<file path="src/core/lrs_map.vh">
// Constants for the lookup-table RAM and shift register block.
// Included by bare name by the core design file.
`ifndef LRS_MAP_VH
`define LRS_MAP_VH

`define LRS_LUT_DEPTH   16   // Entries in one lookup table
`define LRS_PAIR_DEPTH  32   // Entries across the paired tables
`define LRS_ADDR_W      5    // Address width for the paired tables
`define LRS_LUT_ADDR_W  4    // Address width for one table
`define LRS_TAIL_STAGE  15   // Index of the last shift stage
`define LRS_MODE_RAM    1'h0 // Storage used as distributed RAM
`define LRS_MODE_SHIFT  1'h1 // Storage used as addressable shifter
`define LRS_FIFO_W      1    // Width of a cascade FIFO word
`define LRS_FIFO_DEPTH  32   // Words held by the cascade FIFO
`define LRS_FIFO_PTR_W  5    // Pointer width for the cascade FIFO

`endif

</file>
<file path="src/core/lrs_lut_ram.v">
// Lookup-table storage used as 16x1/32x1 distributed RAM or as a
// 16-stage addressable shift register with cascade stream.
// Assumes all inputs come from logic on i_clock; one clock only.
//
// Summary of operation
// - Write enable stores bit_in at address
// - Written bit appears on output after edge
// - Read follows address combinationally when idle
// - Sixteen by one RAM organisation supported
// - Thirty-two by one via paired tables
// - Written bit also routed to wide mux, except 16x1 writes with addr[4] high
// - Cascade output carries last stage bit
// - Shift only while shift enable high
// - Sixteen stages; first bit exits after sixteen
`timescale 1ns/100ps
`include "lrs_map.vh"
`default_nettype none

module lrs_fifo #(
	parameter WIDTH = `LRS_FIFO_W,
	parameter DEPTH = `LRS_FIFO_DEPTH,
	parameter PTR_W = `LRS_FIFO_PTR_W
) (
	input  wire             i_clock,    // Block clock
	input  wire             i_rst_n,    // Synchronous reset, active low
	input  wire [WIDTH-1:0] i_wr_data,  // Word to store
	input  wire             i_wr_valid, // Word offered
	output wire             o_wr_ready, // Room for a word
	output wire [WIDTH-1:0] o_rd_data,  // Oldest word
	output wire             o_rd_valid, // Oldest word present
	input  wire             i_rd_ready  // Consumer takes word
);
	reg [WIDTH-1:0] mem_q [0:DEPTH-1];
	reg [PTR_W:0]   wr_ptr_q;
	reg [PTR_W:0]   rd_ptr_q;
	wire            push;
	wire            pop;

	// Extra pointer bit separates full from empty
	assign o_wr_ready = (wr_ptr_q[PTR_W] == rd_ptr_q[PTR_W]) ||
		(wr_ptr_q[PTR_W-1:0] != rd_ptr_q[PTR_W-1:0]);
	assign o_rd_valid = (wr_ptr_q != rd_ptr_q);
	assign o_rd_data  = mem_q[rd_ptr_q[PTR_W-1:0]];
	assign push       = i_wr_valid && o_wr_ready;
	assign pop        = o_rd_valid && i_rd_ready;

	// Storage words carry no reset
	always @(posedge i_clock) begin
		if (push) begin
			mem_q[wr_ptr_q[PTR_W-1:0]] <= i_wr_data;
		end
	end

	// Pointers
	always @(posedge i_clock) begin
		if (!i_rst_n) begin
			wr_ptr_q <= {(PTR_W+1){1'b0}};
			rd_ptr_q <= {(PTR_W+1){1'b0}};
		end else begin
			if (push) begin
				wr_ptr_q <= wr_ptr_q + 1'b1;
			end
			if (pop) begin
				rd_ptr_q <= rd_ptr_q + 1'b1;
			end
		end
	end
endmodule // lrs_fifo

module lrs_lut_ram (
	input  wire                   i_clock,       // Block clock, 40 MHz
	input  wire                   i_rst_n,       // Synchronous reset, active low
	input  wire                   i_mode,        // 0 RAM, 1 shift register
	input  wire                   i_ram32,       // RAM as 32x1 when high
	input  wire [`LRS_ADDR_W-1:0] i_lut_addr,    // Lookup-table address inputs
	input  wire                   i_bypass,      // Bypass input, source of bit_in
	input  wire                   i_setreset,    // Write enable in RAM use
	input  wire                   i_clk_gate_in, // Write enable in shift use
	output wire [1:0]             o_lut_out_pair,// Addressed bit of each table
	output wire                   o_wide_mux_out,// Table pair selected by addr[4]
	output wire                   o_tail_tap,    // Last shift stage
	output wire                   o_cascade_out, // Cascade bit to next shifter
	output wire                   o_shift_ready, // FIFO has room, so a requested shift is taken this edge
	output wire                   o_casc_valid,  // Cascade stream word valid
	output wire                   o_casc_data,   // Cascade stream word
	input  wire                   i_casc_ready   // Cascade stream consumer ready
);
	reg  [`LRS_LUT_DEPTH-1:0]  lut_f_q;   // Low table, also the shifter
	reg  [`LRS_LUT_DEPTH-1:0]  lut_g_q;   // High table
	wire                       bit_in;
	wire [`LRS_LUT_ADDR_W-1:0] lut_idx;
	wire                       ram_we;
	wire                       shift_en;
	wire                       fifo_ready;
	genvar                     gi;

	assign bit_in  = i_bypass;
	assign lut_idx = i_lut_addr[`LRS_LUT_ADDR_W-1:0];
	assign ram_we  = (i_mode == `LRS_MODE_RAM) && i_setreset;
	// Shifting stalls when the cascade stream cannot take the stage 14 bit
	assign shift_en = (i_mode == `LRS_MODE_SHIFT) && i_clk_gate_in
		&& fifo_ready;

	// One generate per stage; no reset reaches storage
	generate
		for (gi = 0; gi < `LRS_LUT_DEPTH; gi = gi + 1) begin : g_cell
			always @(posedge i_clock) begin
				if (shift_en) begin
					// Stage 0 takes the new bit, others take the neighbour
					lut_f_q[gi] <= (gi == 0) ? bit_in : lut_f_q[(gi == 0) ? 0 : gi-1];
				end else if (ram_we && (lut_idx == gi) &&
					(!i_ram32 || !i_lut_addr[`LRS_ADDR_W-1])) begin
					lut_f_q[gi] <= bit_in;
				end
				if (ram_we && i_ram32 && i_lut_addr[`LRS_ADDR_W-1] &&
					(lut_idx == gi)) begin
					lut_g_q[gi] <= bit_in;
				end
			end
		end
	endgenerate

	// Reads are asynchronous so an address change shows at once; the
	// stored bit itself comes from a flop, giving write-first after an edge
	assign o_lut_out_pair = {lut_g_q[lut_idx], lut_f_q[lut_idx]};
	assign o_wide_mux_out = i_lut_addr[`LRS_ADDR_W-1] ?
		lut_g_q[lut_idx] : lut_f_q[lut_idx];
	assign o_tail_tap     = lut_f_q[`LRS_TAIL_STAGE];
	assign o_cascade_out  = lut_f_q[`LRS_TAIL_STAGE];
	assign o_shift_ready  = fifo_ready;

	// Each shift pushes the stage 14 bit, the one moving into the last stage, downstream
	lrs_fifo #(
		.WIDTH (`LRS_FIFO_W),
		.DEPTH (`LRS_FIFO_DEPTH),
		.PTR_W (`LRS_FIFO_PTR_W)
	) u_casc_fifo (
		.i_clock    (i_clock),
		.i_rst_n    (i_rst_n),
		.i_wr_data  (lut_f_q[`LRS_TAIL_STAGE-1]),
		.i_wr_valid (shift_en),
		.o_wr_ready (fifo_ready),
		.o_rd_data  (o_casc_data),
		.o_rd_valid (o_casc_valid),
		.i_rd_ready (i_casc_ready)
	);
endmodule // lrs_lut_ram

`default_nettype wire

</file>
<file path="config.mk">
export PLATFORM = sky130hd
export DESIGN_NAME = lrs_lut_ram
export DESIGN_NICKNAME = d
export VERILOG_FILES = /design/src/core/lrs_lut_ram.v
export VERILOG_INCLUDE_DIRS = /design/src /design/src/core
export SDC_FILE = /design/constraint.sdc
export NUM_CORES = 1
export LEC_CHECK = 0
export ABC_CLOCK_PERIOD_IN_PS = 2350
export BUFFER_PORTS_ARGS = -buffer_cell sky130_fd_sc_hd__buf_2
export CORE_UTILIZATION = 60
export DETAILED_ROUTE_END_ITERATION = 10
export PLACE_DENSITY = 0.82
export RECOVER_POWER = 100
export SYNTH_ARGS = -nofsm -noshare
export SYNTH_HDL_FRONTEND = slang
export SYNTH_SLANG_ARGS = --single-unit
</file>
<file path="constraint.sdc">
create_clock -name i_clock -period 2.35 [get_ports i_clock]
set_input_delay 0.47 -clock i_clock [delete_from_list [all_inputs] [get_ports i_clock]]
set_output_delay 0.47 -clock i_clock [all_outputs]
set_load 0.03 [all_outputs]
</file>
======== Yosys cells after proc, flatten, opt, wreduce, memory -nomap -nowiden ========
Memory sizes are Yosys's and may differ from the RTL's. A register that Yosys moved wholly into a read port is not among the register bits.
Index checks and enable logic that the tools add are counted.
operators by class
  reduce and logical (&&, ||, !) cells .... 76
  equal/unequal tests ..................... 18
  multiplexer cells ....................... 41
  bitwise logic cells ..................... 1
  $add $sub $neg .......................... 2
  order comparisons ....................... 1
operators with widths
  kind                                                  number
  logical AND 1 bit                                     55
  two-way mux 1 bit                                     37
  equality test 4 bit (second input constant)           8
  nonzero test 2 bit                                    16
  equality test 4 x 3 -> 1 bit (second input constant)  4
  adder 6 x 1 -> 6 bit (second input constant)          2
  two-way mux 5 bit                                     2
  binary-select mux 1 bit (select 4 bit)                2
  equality test 4 x 2 -> 1 bit (second input constant)  2
  != test 6 bit                                         1
  < comparator 4 x 5 -> 1 bit (second input constant)   1
  != test 5 bit                                         1
  equality test 4 x 1 -> 1 bit (second input constant)  1
  logical NOT 4 bit                                     1
  logical NOT 1 bit                                     2
  logical OR 1 bit                                      2
  equality test 1 bit                                   1
  NOT 1 bit                                             1
storage, ports and cells
  flip-flop bits (word level) ............. 44
  output and inout port bits .............. 8
  input bits .............................. 13
  logic and storage cells ................. 174
  memory bits (writable) .................. 32
  memories ................................ 1
memory list
  memory             depth  width  rd ports  clocked after Yosys merged registers in  write ports  RTL line          source
  u_casc_fifo.mem_q  32     1      1         1                                        1            lrs_lut_ram.v:33  reg [WIDTH-1:0] mem_q [0:DEPTH-1];

======== Logic depth before layout (Yosys ltp) ========
  word-level depth ........................ 6
  gate-level depth with buffers ........... 8
  gate-level depth less buffers ........... 5

======== Hierarchy ========
Synthesis repeated with hierarchy kept, for this count alone.
unflattened totals
  cells, all modules ...................... 332
  area total of the unflattened synthesis .. 4,047.6 um^2
modules (own cells, without submodules)
  module       seq. area each (um^2)  instances  area each (um^2)  cells each
  lrs_fifo     1,301.2                1          2,338.5           205
  lrs_lut_ram  960.9                  1          1,709.1           127

======== Least setup slack after synthesis ========
No wires, ideal clock.
  kind .................................... register to output
  start ................................... register lut_f_q[14]
  end ..................................... output port o_wide_mux_out
  arrival time ............................ 2.036 ns
  buffers on the path ..................... 0
  slack ................................... -0.156 ns
  cell stages (with the launch flop) ...... 5
  required time ........................... 1.880 ns
  cell sequence ........................... edfxtp_1 mux4_2 mux2i_1 a21oi_1 mux2_2
between the ends
  cells in the longest elaborated chain, start to end .. 3
ends and longest elaborated chain
  element                                 RTL line           source
  start: declaration                      lrs_lut_ram.v:88   reg [`LRS_LUT_DEPTH-1:0] lut_f_q;
  start signal: indexed assignment        lrs_lut_ram.v:110  lut_f_q[gi] <= (gi == 0) ? bit_in : lut_f_q[(gi == 0) ? 0 : gi-1];
  start signal: indexed assignment        lrs_lut_ram.v:113  lut_f_q[gi] <= bit_in;
  binary-select mux 1 bit (select 4 bit)  -
  two-way mux 1 bit                       -
  named net o_lut_out_pair[0]             lrs_lut_ram.v:79   output wire [1:0] o_lut_out_pair,
  two-way mux 1 bit                       lrs_lut_ram.v:126  assign o_wide_mux_out = i_lut_addr[`LRS_ADDR_W-1] ?
  end: declaration                        lrs_lut_ram.v:80   output wire o_wide_mux_out,
The timed path passes the listed nets, and every way through them passes these cells. The select of a mux whose other input is x is not followed.

======== Worst setup path in the final report ========
  start ................................... register lut_f_q[4]
  end ..................................... output port o_wide_mux_out
between the ends
  cells in the longest elaborated chain, start to end .. 3
ends and longest elaborated chain
  element                                  RTL line           source
  binary-select mux 1 bit (select 4 bit)   lrs_lut_ram.v:127  lut_g_q[lut_idx] : lut_f_q[lut_idx];
  two-way mux 1 bit (implied by the code)  lrs_lut_ram.v:127
  two-way mux 1 bit                        lrs_lut_ram.v:126
Every way passes these cells. The select of a mux whose other input is x is not followed.

==> summary.md <==
| Metric | Value |
|---|---|
| Cells after DPL | `425` |
| F_max | `401.9 MHz` |
| Post-synth ARST share | `0%` |
| Number of placed I/O pins | `21` |
| DRT Pass-1 Iters | `5` |
| P&R area growth vs syn | `13.21%` |
| WP data arrival | `2.02 ns` |
| Cell area after synthesis | `0.003989 sq mm` |
| Final worst slack | `-0.1383 ns` |
| Die ar. | `0.006978 sq mm` |
| Initial antenna violation count | `0` |
| Final Util | `70.71%` |
| Root buffer cell | `clkbuf_8` |
| Max-cap violations | `0` |
| Routed wire length | `7.881 mm` |
| Worst setup SP type | `flip-flop` |
| H-tree depth | `3` |
| Relative slew slack | `20.08%` |
| Tmin final | `2.488 ns` |
| Crit-path max FO | `2` |
| Met1 Track Usage GR | `35.19%` |
| Die Ht | `83.54 microns` |
| Post-synth cell types | `48` |
| Clk buf depth | `2` |
| Synth warn | `0` |
| Clock slew at reported path FFs | `0.08 ns` |
| Hold slack | `0.4734 ns` |
| Placer congestion estimate | `0.7866` |
| Syn_nets | `352` |
| Buffers on Ports | `20` |
| Design area | `0.004516 sq mm` |
| Clock skew | `0.008083 ns` |
| Vias in the first global route | `2606` |
| Violated checks | `setup timing` |
| First-pass GRT wire length | `13.08 mm` |
| Synth area leaders | `edfxtp_1 (48%), dfxtp_1 (8.5%), nor2_1 (4.6%)` |
| CTS buffer count | `9` |
| Total power after layout | `3.070 mW` |
| Latest clock arrival within the worst-skew pair | `0.35 ns` |
| GRT Util Overall | `24.45%` |
| Met2 usage | `36.59%` |
| Starting Density | `62.46%` |
| Max Slew Vio Count | `0` |
| Final worst-path cycle share | `105.9%` |
| Setup violators final | `2` |
| RSZ-0062 raised after global routing | `yes` |
| Via count | `2688` |
| WP data required | `1.88 ns` |
| Final hold violation count | `0` |
| Setup CP Type | `reg -> out` |
| VDD IR max | `491.3 uV` |
| NumNets Final | `384` |
| Row count | `29` |
| Run status | `complete, but fails checks` |
| Worst setup EP type | `output pin` |
| Power density over cell area | `679.9 mW/mm^2` |
| Dpl hpwl | `5.265 mm` |
| Seq/Total Area, Yosys | `56.71%` |
| Cell Area, Placed | `0.004187 sq mm` |
| Share of post-route cells with drive strength above 1 | `20.22%` |
| Post-route ant nets | `0` |
| Number of synthesized flops with an enable pin | `64` |
| Pre-CTS WS | `-0.2422 ns` |
| DR vias/cell | `6.000` |
| # clock sinks | `81` |
| Global Route met3 Usage | `6.034%` |
| Synth Area per Inst | `11.94 sq um` |
| Die Wd | `83.54 microns` |
| Synth Register Bits | `81` |
| Leak | `1.587 nW` |
| Syn Inst Count | `334` |
| Synth Flop Type | `edfxtp_1` |
| HP Class | `in -> reg` |
| # DRC | `0` |
| Commonest non-fill, non-tap cells in the layout | `edfxtp_1 (64), nor2_1 (49), nand2_1 (23)` |
| Initial DRC Count | `276` |
| Top cell type's share of synthesized area | `48.18%` |
| Worst-Margin Slew | `1.199 ns` |
| # diodes | `0` |
| Fin Setup TNS | `-0.1559 ns` |
| Largest net degree at the start of global routing | `34` |
| Most common cell after layout, fill and taps aside | `edfxtp_1` |
| Layout Cells excl Fill | `448` |
| Drt wl/cell | `17.59 microns` |
| Gr ovfl total | `0` |
| Core box area | `0.006386 sq mm` |
| Most Crowded Layer GR | `met2` |
| CTS tree | `built` |
| Synth area leader | `edfxtp_1` |
[where the power goes]
| part | internal, mW | switching (mW) |
|---|---|---|
| registers | 1.58 | 0.0267 |
| clock network | 0.611 | 0.493 |
| logic | 0.155 | 0.208 |
[area by class of cell]
type	instances	area, sq um
clock buffer	12	176.4
clock inverter	4	46.29
fill	446	1871
inverter	3	11.26
multi-input combinational	232	1648
sequential	81	2268
tap	77	96.34
timing repair buffer	39	269.0
[worst paths after layout]
path                                                              to  slack, ns  cells past startpoint                                  from
worst min-delay path            u_casc_fifo.wr_ptr_q[4]$_SDFFE_PN0P_       0.47                      2                               i_rst_n
worst max-delay path                                  o_wide_mux_out      -0.14                      6                  lut_f_q[4]$_DFFE_PP_
worst min register to register  u_casc_fifo.rd_ptr_q[5]$_SDFFE_PN0N_       0.49                      2  u_casc_fifo.rd_ptr_q[5]$_SDFFE_PN0N_
worst max register to register  u_casc_fifo.wr_ptr_q[2]$_SDFFE_PN0P_       0.08                      6  u_casc_fifo.rd_ptr_q[2]$_SDFFE_PN0N_
[synth_stat cells, drive strengths merged, types with 5 or more instances]
cell type,instances
xnor2,8
buf,14
o21ai,19
a21oi,8
a21o,15
nand2,23
edfxtp,64
nand3,13
ha,5
dfxtp,17
mux4,8
nor2,49
mux2i,18
or3,6
and2,8
nand2b,9
[cell families after synthesis]
kind of cell	Yosys count	synth area share (%)
muxes	27	9.693
DFF	81	56.71
and+or+nand+nor	127	15.40
adders and majority gates	5	1.568
buffers and inverters	21	3.105
xor gates and xnor gates	11	2.604
AOI/OAI and AO/OA	62	10.92
[state kept, by name (all words and copies together) (netlist names), named ones only]
register and cells:
lut_f_q 15, lut_g_q 16, o_cascade_out 1, u_casc_fifo.mem_q 32, u_casc_fifo.rd_ptr_q 6, u_casc_fifo.wr_ptr_q 6
[routing by layer]
layer | share of wire, % | vias to the layer above | routed length, microns
met4 | 2.2 | 0 | 175
met5 | 0 | - | 0
met2 | 47 | 72 | 3696
li1 | - | 1285 | -
met1 | 46 | 1316 | 3630
met3 | 4.8 | 15 | 379
[worst max-delay path, stage by stage, from the launching register on]
cell      delay, ns
edfxtp_1       0.40
mux4_2         0.47
nor2b_4        0.14
a211oi_2       0.18
a21oi_2        0.05
mux2_4         0.28
buf_6          0.14
[timing repair]
item / 4_1_cts / 5_1_grt
pin swaps: 7 / 3
gates cloned: 1 / 0
hold buffers: 0 / 0
setup endpoints to repair: 2 / 4
resized for setup: 19 / 8
buffers inserted: 5 / 2
(Power assumes the default switching activity.)
